<file path="src/shared/imc_defs.svh">
// Purpose: constants for the two-wire master transaction controller
// Assumes: 10 MHz system clock
// Notes: quarter-bit time gives a 100 kHz bus rate
`ifndef IMC_DEFS_SVH
`define IMC_DEFS_SVH

`define IMC_CLK_NS 100
`define IMC_QTR_NS 2500
// least time, so round up
`define IMC_QTR_CYC ((`IMC_QTR_NS + `IMC_CLK_NS - 1) / `IMC_CLK_NS)
`define IMC_DATA_W 8
`define IMC_FIFO_DEPTH 8
`define IMC_RST_ZERO 1'b0

`endif

</file>
<file path="src/shared/imc_pkg.sv">
// Purpose: types for the two-wire master transaction controller
// Assumes: nothing
// Notes: states of the byte-level sequencer
package imc_pkg;
   typedef enum logic [2:0] {
      ST_IDLE,
      ST_START,
      ST_BITS,
      ST_ACK,
      ST_WSTALL,
      ST_NHOLD,
      ST_RSTALL,
      ST_STOP
   } imc_state_t;
endpackage

</file>
<file path="src/rtl/imc_i2c_master.sv">
// Purpose: two-wire bus master transaction sequencer
// Assumes: sole master; pins are open drain, oe high pulls low
// Notes: control and status bits are plain ports, no register bus
//
// Overview of operation
// (RULE1) start: pull data low, clock high
// (RULE2) stop: release data low-high, clock high
// (RULE3) separate start and stop request bits
// (RULE4) start instead of stop gives restart
// (RULE5) start waits for request and data byte
// (RULE6) write stalls before ack when buffer empty
// (RULE7) stalled ack clock resumes with next byte
// (RULE8) no stall when start or stop pending
// (RULE9) nack sets flag, holds until start/stop
// (RULE10) flush drops stale byte, re-enables tx irq
// (RULE11) read stalls after ack until rx consumed
// (RULE12) dma reads n-1, software nacks last
// (RULE13) three status flags raise interrupt
// (RULE14) software gates tx irq per transaction
// (RULE15) ack status unreliable mid-transaction
// (RULE16) empty on transfer, cleared by write
`include "imc_defs.svh"
`timescale 1ns/1ps
`default_nettype none
module imc_i2c_master #(
   parameter int QTR_CYC = `IMC_QTR_CYC,
   parameter int DEPTH = `IMC_FIFO_DEPTH
) (
   input wire logic clk_i,
   input wire logic arst_n_i,
   input wire logic ce_i,
   input wire logic scl_i,
   output logic scl_o,
   output logic scl_oe_o,
   input wire logic sda_i,
   output logic sda_o,
   output logic sda_oe_o,
   input wire logic start_set_i,
   input wire logic stop_set_i,
   input wire logic flush_i,
   input wire logic nack_send_i,
   input wire logic tx_irq_enable_i,
   input wire logic nack_clr_i,
   input wire logic [`IMC_DATA_W-1:0] tx_data_i,
   input wire logic tx_valid_i,
   output logic tx_ready_o,
   output logic [`IMC_DATA_W-1:0] rx_data_o,
   input wire logic rx_read_i,
   output logic tx_empty_flag_o,
   output logic rx_full_flag_o,
   output logic nack_irq_flag_o,
   output logic ack_o,
   output logic start_req_o,
   output logic stop_req_o,
   output logic irq_o
);
   localparam logic [7:0] QTR_M1 = 8'(QTR_CYC - 1);

   logic [1:0] rst_sync_q;
   logic rst_n;
   logic [1:0] pin_s;
   logic scl_s, sda_s;
   logic f_valid, pop;
   logic [`IMC_DATA_W-1:0] f_data;

   imc_pkg::imc_state_t st_q, st_d;
   logic [7:0] cnt_q, cnt_d;
   logic [1:0] ph_q, ph_d;
   logic [2:0] bit_q, bit_d;
   logic [`IMC_DATA_W-1:0] sh_q, sh_d, rx_q, rx_d;
   logic rw_q, rw_d, first_q, first_d;
   logic scl_oe_q, scl_oe_d, sda_oe_q, sda_oe_d;
   logic ack_q, ack_d;
   logic start_req_q, start_req_d, stop_req_q, stop_req_d;
   logic nack_q, nack_d, rx_full_q, rx_full_d;
   logic tx_empty_q, tx_empty_d, irq_q, irq_d;
   logic drv_lvl_q;
   logic adv, timed, rd;
   logic start_clr, stop_clr, nack_set, rx_set;

   // reset asserts at once, releases after two edges
   always_ff @(posedge clk_i or negedge arst_n_i) begin
      if (!arst_n_i) begin
         rst_sync_q <= 2'b00;
      end else begin
         rst_sync_q <= {rst_sync_q[0], 1'b1};
      end
   end
   assign rst_n = rst_sync_q[1];

   imc_sync #(.W(2)) u_sync (
      .clk_i(clk_i),
      .rst_n_i(rst_n),
      .ce_i(ce_i),
      .d_i({scl_i, sda_i}),
      .q_o(pin_s)
   );
   assign scl_s = pin_s[1];
   assign sda_s = pin_s[0];

   imc_fifo #(.W(`IMC_DATA_W), .DEPTH(DEPTH)) u_fifo (
      .clk_i(clk_i),
      .rst_n_i(rst_n),
      .ce_i(ce_i),
      .flush_i(flush_i), // [RULE10]
      .in_valid_i(tx_valid_i),
      .in_ready_o(tx_ready_o),
      .in_data_i(tx_data_i),
      .out_valid_o(f_valid),
      .out_ready_i(pop),
      .out_data_o(f_data)
   );

   // read data phase: after a read address byte
   assign rd = rw_q && !first_q;
   assign timed = (st_q == imc_pkg::ST_START) || (st_q == imc_pkg::ST_BITS) ||
                  (st_q == imc_pkg::ST_ACK) || (st_q == imc_pkg::ST_STOP);

   always_comb begin
      st_d = st_q;
      cnt_d = cnt_q;
      ph_d = ph_q;
      bit_d = bit_q;
      sh_d = sh_q;
      rx_d = rx_q;
      rw_d = rw_q;
      first_d = first_q;
      scl_oe_d = scl_oe_q;
      sda_oe_d = sda_oe_q;
      ack_d = ack_q;
      pop = 1'b0;
      start_clr = 1'b0;
      stop_clr = 1'b0;
      nack_set = 1'b0;
      rx_set = 1'b0;
      adv = 1'b0;
      // a slave holding clock low stretches the high quarter
      if (timed && !(ph_q == 2'd2 && !scl_s)) begin
         if (cnt_q == QTR_M1) begin
            cnt_d = '0;
            adv = 1'b1;
            ph_d = ph_q + 2'd1;
         end else begin
            cnt_d = cnt_q + 8'd1;
         end
      end
      case (st_q)
         imc_pkg::ST_IDLE: begin
            cnt_d = '0;
            ph_d = '0;
            if (start_req_q && f_valid) begin
               st_d = imc_pkg::ST_START; // [RULE5]
            end
         end
         imc_pkg::ST_START: begin
            if (adv) begin
               case (ph_q)
                  2'd0: sda_oe_d = 1'b0;
                  2'd1: scl_oe_d = 1'b0;
                  2'd2: begin
                     if (f_valid) begin
                        sda_oe_d = 1'b1; // [RULE1]
                     end else begin
                        ph_d = ph_q; // [RULE5]
                     end
                  end
                  default: begin
                     scl_oe_d = 1'b1;
                     pop = 1'b1;
                     sh_d = f_data;
                     rw_d = f_data[0];
                     first_d = 1'b1;
                     bit_d = '0;
                     start_clr = 1'b1;
                     st_d = imc_pkg::ST_BITS;
                  end
               endcase
            end
         end
         imc_pkg::ST_BITS: begin
            if (adv) begin
               case (ph_q)
                  2'd0: sda_oe_d = rd ? 1'b0 : !sh_q[7];
                  2'd1: scl_oe_d = 1'b0;
                  2'd2: sh_d = {sh_q[6:0], sda_s};
                  default: begin
                     scl_oe_d = 1'b1;
                     bit_d = bit_q + 3'd1;
                     if (bit_q == 3'd7) begin
                        if (!rw_q && !f_valid && !start_req_q && !stop_req_q) begin
                           st_d = imc_pkg::ST_WSTALL; // [RULE6] [RULE8]
                        end else begin
                           st_d = imc_pkg::ST_ACK;
                        end
                     end
                  end
               endcase
            end
         end
         imc_pkg::ST_ACK: begin
            if (adv) begin
               case (ph_q)
                  2'd0: sda_oe_d = rd ? !nack_send_i : 1'b0; // [RULE12]
                  2'd1: scl_oe_d = 1'b0;
                  2'd2: ack_d = !sda_s; // [RULE15]
                  default: begin
                     scl_oe_d = 1'b1;
                     if (rd) begin
                        rx_d = sh_q;
                        rx_set = 1'b1;
                        st_d = imc_pkg::ST_RSTALL; // [RULE11]
                     end else if (!ack_q) begin
                        nack_set = 1'b1;
                        st_d = imc_pkg::ST_NHOLD; // [RULE9]
                     end else if (first_q && rw_q) begin
                        first_d = 1'b0;
                        bit_d = '0;
                        st_d = imc_pkg::ST_BITS;
                     end else if (stop_req_q) begin
                        st_d = imc_pkg::ST_STOP;
                     end else if (start_req_q) begin
                        st_d = imc_pkg::ST_START; // [RULE4]
                     end else if (f_valid) begin
                        pop = 1'b1; // [RULE16]
                        sh_d = f_data;
                        first_d = 1'b0;
                        bit_d = '0;
                        st_d = imc_pkg::ST_BITS;
                     end else begin
                        // flushed under us: wait with clock low
                        ph_d = ph_q;
                     end
                  end
               endcase
            end
         end
         imc_pkg::ST_WSTALL: begin
            cnt_d = '0;
            ph_d = '0;
            if (f_valid || start_req_q || stop_req_q) begin
               st_d = imc_pkg::ST_ACK; // [RULE7]
            end
         end
         imc_pkg::ST_NHOLD: begin
            cnt_d = '0;
            ph_d = '0;
            if (stop_req_q) begin
               st_d = imc_pkg::ST_STOP; // [RULE9]
            end else if (start_req_q) begin
               st_d = imc_pkg::ST_START; // [RULE4]
            end
         end
         imc_pkg::ST_RSTALL: begin
            cnt_d = '0;
            ph_d = '0;
            if (!rx_full_q) begin // [RULE11]
               if (stop_req_q) begin
                  st_d = imc_pkg::ST_STOP;
               end else if (start_req_q) begin
                  st_d = imc_pkg::ST_START; // [RULE4]
               end else begin
                  bit_d = '0;
                  st_d = imc_pkg::ST_BITS;
               end
            end
         end
         imc_pkg::ST_STOP: begin
            if (adv) begin
               case (ph_q)
                  2'd0: sda_oe_d = 1'b1;
                  2'd1: scl_oe_d = 1'b0;
                  2'd2: sda_oe_d = 1'b0; // [RULE2]
                  default: begin
                     stop_clr = 1'b1;
                     st_d = imc_pkg::ST_IDLE;
                  end
               endcase
            end
         end
         default: begin
            st_d = imc_pkg::ST_IDLE;
         end
      endcase
   end

   // flags: a set in the same cycle as a clear wins
   always_comb begin
      start_req_d = start_set_i | (start_req_q & ~start_clr); // [RULE3]
      stop_req_d = stop_set_i | (stop_req_q & ~stop_clr); // [RULE3]
      nack_d = nack_set | (nack_q & ~nack_clr_i); // [RULE9]
      rx_full_d = rx_set | (rx_full_q & ~rx_read_i);
      tx_empty_d = !f_valid; // [RULE16]
      irq_d = nack_q | rx_full_q | (tx_empty_q & tx_irq_enable_i); // [RULE13] [RULE14]
   end

   always_ff @(posedge clk_i or negedge rst_n) begin
      if (!rst_n) begin
         st_q <= imc_pkg::ST_IDLE;
         cnt_q <= '0;
         ph_q <= '0;
         bit_q <= '0;
         sh_q <= '0;
         rx_q <= '0;
         rw_q <= `IMC_RST_ZERO;
         first_q <= `IMC_RST_ZERO;
         scl_oe_q <= `IMC_RST_ZERO;
         sda_oe_q <= `IMC_RST_ZERO;
         ack_q <= `IMC_RST_ZERO;
         start_req_q <= `IMC_RST_ZERO;
         stop_req_q <= `IMC_RST_ZERO;
         nack_q <= `IMC_RST_ZERO;
         rx_full_q <= `IMC_RST_ZERO;
         tx_empty_q <= 1'b1;
         irq_q <= `IMC_RST_ZERO;
         drv_lvl_q <= `IMC_RST_ZERO;
      end else if (ce_i) begin
         st_q <= st_d;
         cnt_q <= cnt_d;
         ph_q <= ph_d;
         bit_q <= bit_d;
         sh_q <= sh_d;
         rx_q <= rx_d;
         rw_q <= rw_d;
         first_q <= first_d;
         scl_oe_q <= scl_oe_d;
         sda_oe_q <= sda_oe_d;
         ack_q <= ack_d;
         start_req_q <= start_req_d;
         stop_req_q <= stop_req_d;
         nack_q <= nack_d;
         rx_full_q <= rx_full_d;
         tx_empty_q <= tx_empty_d;
         irq_q <= irq_d;
         drv_lvl_q <= `IMC_RST_ZERO;
      end
   end

   // open drain: only ever pulls low
   assign scl_o = drv_lvl_q;
   assign sda_o = drv_lvl_q;
   assign scl_oe_o = scl_oe_q;
   assign sda_oe_o = sda_oe_q;
   assign rx_data_o = rx_q;
   assign tx_empty_flag_o = tx_empty_q;
   assign rx_full_flag_o = rx_full_q;
   assign nack_irq_flag_o = nack_q;
   assign ack_o = ack_q;
   assign start_req_o = start_req_q;
   assign stop_req_o = stop_req_q;
   assign irq_o = irq_q;
endmodule
`default_nettype wire

</file>
<file path="src/rtl/imc_sync.sv">
// Purpose: two-stage synchroniser for pin levels
// Assumes: inputs come from outside the clock domain
// Notes: first stage is read only by the second
`timescale 1ns/1ps
`default_nettype none
module imc_sync #(
   parameter int W = 2
) (
   input wire logic clk_i,
   input wire logic rst_n_i,
   input wire logic ce_i,
   input wire logic [W-1:0] d_i,
   output logic [W-1:0] q_o
);
   logic [W-1:0] s1_q;
   logic [W-1:0] s2_q;

   // idle bus level is high
   always_ff @(posedge clk_i or negedge rst_n_i) begin
      if (!rst_n_i) begin
         s1_q <= '1;
         s2_q <= '1;
      end else if (ce_i) begin
         s1_q <= d_i;
         s2_q <= s1_q;
      end
   end

   assign q_o = s2_q;
endmodule
`default_nettype wire

</file>
<file path="src/rtl/imc_fifo.sv">
// Purpose: transmit data buffer between software and the shifter
// Assumes: single clock, flush wins over push and pop
// Notes: ready is a registered not-full flag
`timescale 1ns/1ps
`default_nettype none
module imc_fifo #(
   parameter int W = 8,
   parameter int DEPTH = 8
) (
   input wire logic clk_i,
   input wire logic rst_n_i,
   input wire logic ce_i,
   input wire logic flush_i,
   input wire logic in_valid_i,
   output logic in_ready_o,
   input wire logic [W-1:0] in_data_i,
   output logic out_valid_o,
   input wire logic out_ready_i,
   output logic [W-1:0] out_data_o
);
   localparam int AW = (DEPTH > 1) ? $clog2(DEPTH) : 1;

   logic [W-1:0] mem_q [DEPTH];
   logic [W-1:0] mem_d [DEPTH];
   logic [AW-1:0] wr_q, wr_d, rd_q, rd_d;
   logic [AW:0] cnt_q, cnt_d;
   logic nfull_q, nfull_d;
   logic push, pop;

   function automatic logic [AW-1:0] nxt(input logic [AW-1:0] p);
      nxt = (p == AW'(DEPTH - 1)) ? '0 : p + 1'b1;
   endfunction

   assign push = in_valid_i && nfull_q;
   assign pop = out_ready_i && (cnt_q != '0);

   always_comb begin
      mem_d = mem_q;
      wr_d = wr_q;
      rd_d = rd_q;
      cnt_d = cnt_q;
      if (flush_i) begin
         wr_d = '0;
         rd_d = '0;
         cnt_d = '0;
      end else begin
         if (push) begin
            mem_d[wr_q] = in_data_i;
            wr_d = nxt(wr_q);
         end
         if (pop) begin
            rd_d = nxt(rd_q);
         end
         cnt_d = cnt_q + (AW+1)'(push) - (AW+1)'(pop);
      end
      nfull_d = (cnt_d != (AW+1)'(DEPTH));
   end

   always_ff @(posedge clk_i or negedge rst_n_i) begin
      if (!rst_n_i) begin
         mem_q <= '{default: '0};
         wr_q <= '0;
         rd_q <= '0;
         cnt_q <= '0;
         nfull_q <= 1'b1;
      end else if (ce_i) begin
         mem_q <= mem_d;
         wr_q <= wr_d;
         rd_q <= rd_d;
         cnt_q <= cnt_d;
         nfull_q <= nfull_d;
      end
   end

   assign in_ready_o = nfull_q;
   assign out_valid_o = (cnt_q != '0);
   assign out_data_o = mem_q[rd_q];
endmodule
`default_nettype wire

</file>
<file path="config.mk">
export PLATFORM = sky130hd
export DESIGN_NAME = imc_i2c_master
export DESIGN_NICKNAME = d
export VERILOG_FILES = /design/src/shared/imc_pkg.sv /design/src/rtl/imc_i2c_master.sv /design/src/rtl/imc_sync.sv /design/src/rtl/imc_fifo.sv
export VERILOG_INCLUDE_DIRS = /design/src /design/src/shared
export SDC_FILE = /design/constraint.sdc
export NUM_CORES = 1
export LEC_CHECK = 0
export BUFFER_PORTS_ARGS = -buffer_cell sky130_fd_sc_hd__buf_4
export CAP_MARGIN = 40
export CORE_MARGIN = 2
export CORE_UTILIZATION = 28
export CTS_CLUSTER_DIAMETER = 120
export CTS_CLUSTER_SIZE = 8
export DETAILED_ROUTE_END_ITERATION = 6
export PLACE_DENSITY_LB_ADDON = 0.25
export SLEW_MARGIN = 25
export SYNTH_ARGS = -nofsm -noshare
export SYNTH_HDL_FRONTEND = slang
export SYNTH_SLANG_ARGS = --single-unit
</file>
<file path="constraint.sdc">
create_clock -name clk_i -period 5.24 [get_ports clk_i]
set_input_delay 0.262 -clock clk_i [delete_from_list [all_inputs] [get_ports clk_i]]
set_output_delay 0.262 -clock clk_i [all_outputs]
set_load 0.02 [all_outputs]
</file>
==> impl_results.md <==
* Worst-path maximum fanout at 10
* Fin crit share at 67.3%
* Drt first pass iters at 5
* Synth area leaders: dfrtp_1, mux2_2, mux4_2
* Async SR Flop Fraction at 100%
* Slew headroom at 53.0%
* Antenna-violating nets left at 0
* Largest net degree at the start of global routing at between 50 and 60
* Post-synth EDFFs at 0
* Final nets at 620
* Filler cell count at around 2300
* Row Count at 55
* Internal power at between 2 and 2.5 mW
* Final hold vios at 0
* Finished Layout Cells at 879
* PortBufs at 38
* Cell area after synthesis at 0.00651 mm2
* RSZ-0062 raised after global routing: no
* Final min period at 3.53 ns
* Worst r2r src: start_req_o$_DFFE_PN0P_
* Die X at about 160 um
* Sequential area share after synthesis at 47.7%
* Worst Tran Pin Value at between 0.7 and 0.8 ns
* Peak VDD IR at between 0.00015 and 0.0002 V
* Distinct cells, synth at slightly below 70
* Net Sw Frac at between 30% and 40%
* Area Growth Syn to Fin at 18.9%
* Grt ovf at 0
* H-tree depth at 4
* Synthesis Warnings at 0
* Initial Utilization at 28.7%
* HP Start: sda_i
* Setup bufs post-CTS at 0
* Clk_lat worst skew at 0.42 ns
* Final setup violation count at 0
* Root Driver: clkbuf_16
* Clk pwr share at about a third
* Crit path launch type: register
* All-Layer GR Usage at between 10% and 20%
* Initial antenna violation count at 0
* Top cell type's share of synthesized area at between 40% and 50%
* Synth area leader: dfrtp_1
* Vias per Instance at ~5.1
* Psw at about 1.2 mW
* CTS tree: built
* Fmax at around 280 MHz
* Leakage at 3.53 nW
* Reg power frac at a little under two fifths
* GPL Wtd Cong at approximately 0.86
* Die area at about 0.025 mm2
* Clk_skew at about 0.011 ns
* #FFs+latches synth at 124
* First-pass GRT wire length at 24700 um
* Placed cells at 842
* PD cells at 454 mW/mm2
* Via count at between 4000 and 5000
* Layout cells sized above 1 at a little over a third
* N_diodes at 0
* Worst min-delay path class: input port to register
* Required @ worst endpoint at roughly 5.5 ns
* # IOs at between 40 and 50
* Vias in the first global route at about 4500
* DR iter-0 viols at 373
* Clk sinks at roughly 120
* Ys flop type: dfrtp_1
* DP HPWL at 10600 um
* CP arrival at 3.83 ns
* Status: completed
* Core Area at between 0.02 and 0.025 mm2
* Gate Count Post-Synth at 542
* Final Max Slew Viols at 0
* Fin Setup TNS at 0 ns
* Crit. Startpoint: start_req_o$_DFFE_PN0P_
* Power share of the combinational group at 28.6%
* CP endpoint kind: register
* DRT Wirelength at 15400 um
* Reg clk slew, reported paths at around 0.060 ns
* Drt drc at 0
* Syn Area/Cell at roughly 12 um2
* Die height at between 150 and 200 um
* Num CTS Buffers at 17
* Clk buf depth at 2
* Max Cap Viol at 0
* DR WL/cell at around 18 um
* Worst setup path class: register to register
-- path summary, 6_finish.rpt --
path,to,slack (ns),depth (start not counted)
worst max-delay path,u_fifo.cnt_q[3]$_DFFE_PN0P_,1.71,12
worst min-delay path,u_sync.s1_q[0]$_DFFE_PN1P_,0.07,2
worst max register to register,u_fifo.cnt_q[3]$_DFFE_PN0P_,1.71,12
worst min register to register,u_fifo.mem_q[42]$_DFFE_PN0P_,0.30,0
max in group asynchronous,u_fifo.mem_q[33]$_DFFE_PN0P_,3.61,2
min in group asynchronous,rst_sync_q[1]$_DFF_PN0_,0.15,2
-- layout make-up --
class                      instances  area (um2)  share of cell area, %
tap                              285         357                   4.60
sequential                       124        3120                   40.2
clock inverter                    14         173                   2.23
timing repair buffer              51         407                   5.25
multi-input combinational        364        3170                   40.9
inverter                          23        86.3                   1.11
clock buffer                      18         439                   5.67
-- through the flow --
step | instance area, um2 | util [%] | hold slack, ns | worst slack (ns) | power (mW)
after floorplan | 6520 | - | -0.0336 | 1.54 | 2.04
after detailed placement | 7080 | 31.2 | 0.0455 | 1.74 | 2.29
final | 7740 | 34.1 | 0.0707 | 1.71 | 3.51
after CTS | 7710 | 33.9 | 0.0503 | 1.70 | 3.53
after global placement | 7030 | 31.0 | 0.0453 | 1.85 | 2.27
after global routing | 7740 | 34.1 | 0.0649 | 1.55 | 3.73
-- state kept, by name, indices dropped and copies added, names as in the netlist, 4 cells and up --
name,count
u_fifo.cnt_q,4
sh_q,8
u_fifo.mem_q,64
cnt_q,8
rx_data_o,8
-- worst max-delay path, stage by stage (launching register included) --
cell	delay [ns]
dfrtp_1	0.48
or4b_2	0.74
a2111oi_0	0.49
nand3_1	0.27
inv_1	0.11
ha_1	0.14
inv_1	0.07
ha_1	0.30
a21o_1	0.16
a21oi_1	0.17
xnor2_1	0.14
nor2_1	0.07
mux2_2	0.26
-- cell usage after synthesis, types with 3 or more instances --
cell,instances
or2_2,4
mux4_2,16
a21oi_1,12
buf_2,3
a211oi_1,4
mux2_4,8
and3_1,3
xnor2_1,4
buf_4,5
nor2b_1,5
nor2_1,20
inv_1,22
nand2_1,30
nand3b_1,8
o22ai_1,5
nand4_1,6
a31oi_1,7
nand2b_1,4
nor3_1,15
mux2_2,85
clkbuf_1,19
o21ai_0,29
ha_1,17
buf_6,3
a22o_1,6
nand3_1,7
dfrtp_1,118
a32o_1,3
dfstp_2,6
mux2i_1,14
-- what timing repair did --
action / in CTS / in global routing
hold buffers: 1 / 0
hold endpoints to repair: 2 / 0
gates resized for setup: 0 / 0
-- routing by layer --
metal | up-vias | routed length [um] | track usage, %
met3 | 16 | 747 | 3.16
met4 | 0 | 218 | 5.24
met2 | 134 | 7440 | 21.1
met1 | 2279 | 7010 | 17.1
li1 | 2070 | - | -
met5 | - | 0 | 0
-- cells in the final DEF, fill, tap and decap left out, drive strengths merged, types with 4 or more instances in the layout --
| cell | n |
|---|---|
| a21oi | 12 |
| buf | 49 |
| inv | 32 |
| dfrtp | 118 |
| a22o | 6 |
| clkbuf | 19 |
| or2 | 4 |
| nor3b | 4 |
| o21ai | 29 |
| nand3b | 8 |
| a31oi | 7 |
| nand2 | 30 |
| ha | 17 |
| nand3 | 7 |
| nor2b | 5 |
| mux2 | 93 |
| nor2 | 21 |
| nor3 | 16 |
| a211oi | 4 |
| mux4 | 16 |
| mux2i | 14 |
| nand2b | 4 |
| nand4 | 6 |
| xnor2 | 4 |
| dfstp | 6 |
| o22ai | 5 |
-- kinds of logic (layout without fill, tap and decap cells) --
logic type | Yosys count | count (layout) | share of synthesized area, %
flip-flops | 124 | 124 | 47.7
AND/OR/NAND/NOR | 122 | 122 | 10.3
adder cells (fa/ha/maj) | 19 | 19 | 3.73
buffers and inverters | 55 | 106 | 3.86
multiplexers | 123 | 123 | 24.2
AO/OA/AOI/OAI | 91 | 91 | 9.28
other | 2 | 3 | 0.115
XOR/XNOR | 6 | 6 | 0.807
-- power by group through the flow --
stage	logic [mW]	clock network, mW	registers, mW
3_5_place_dp	0.955	0	1.34
6_report	1.01	1.22	1.29
2_1_floorplan	0.768	0	1.27
4_1_cts	0.959	1.25	1.32
3_3_place_gp	0.937	0	1.33
5_1_grt	1.11	1.30	1.32
Power figures use the tool's default switching activity.
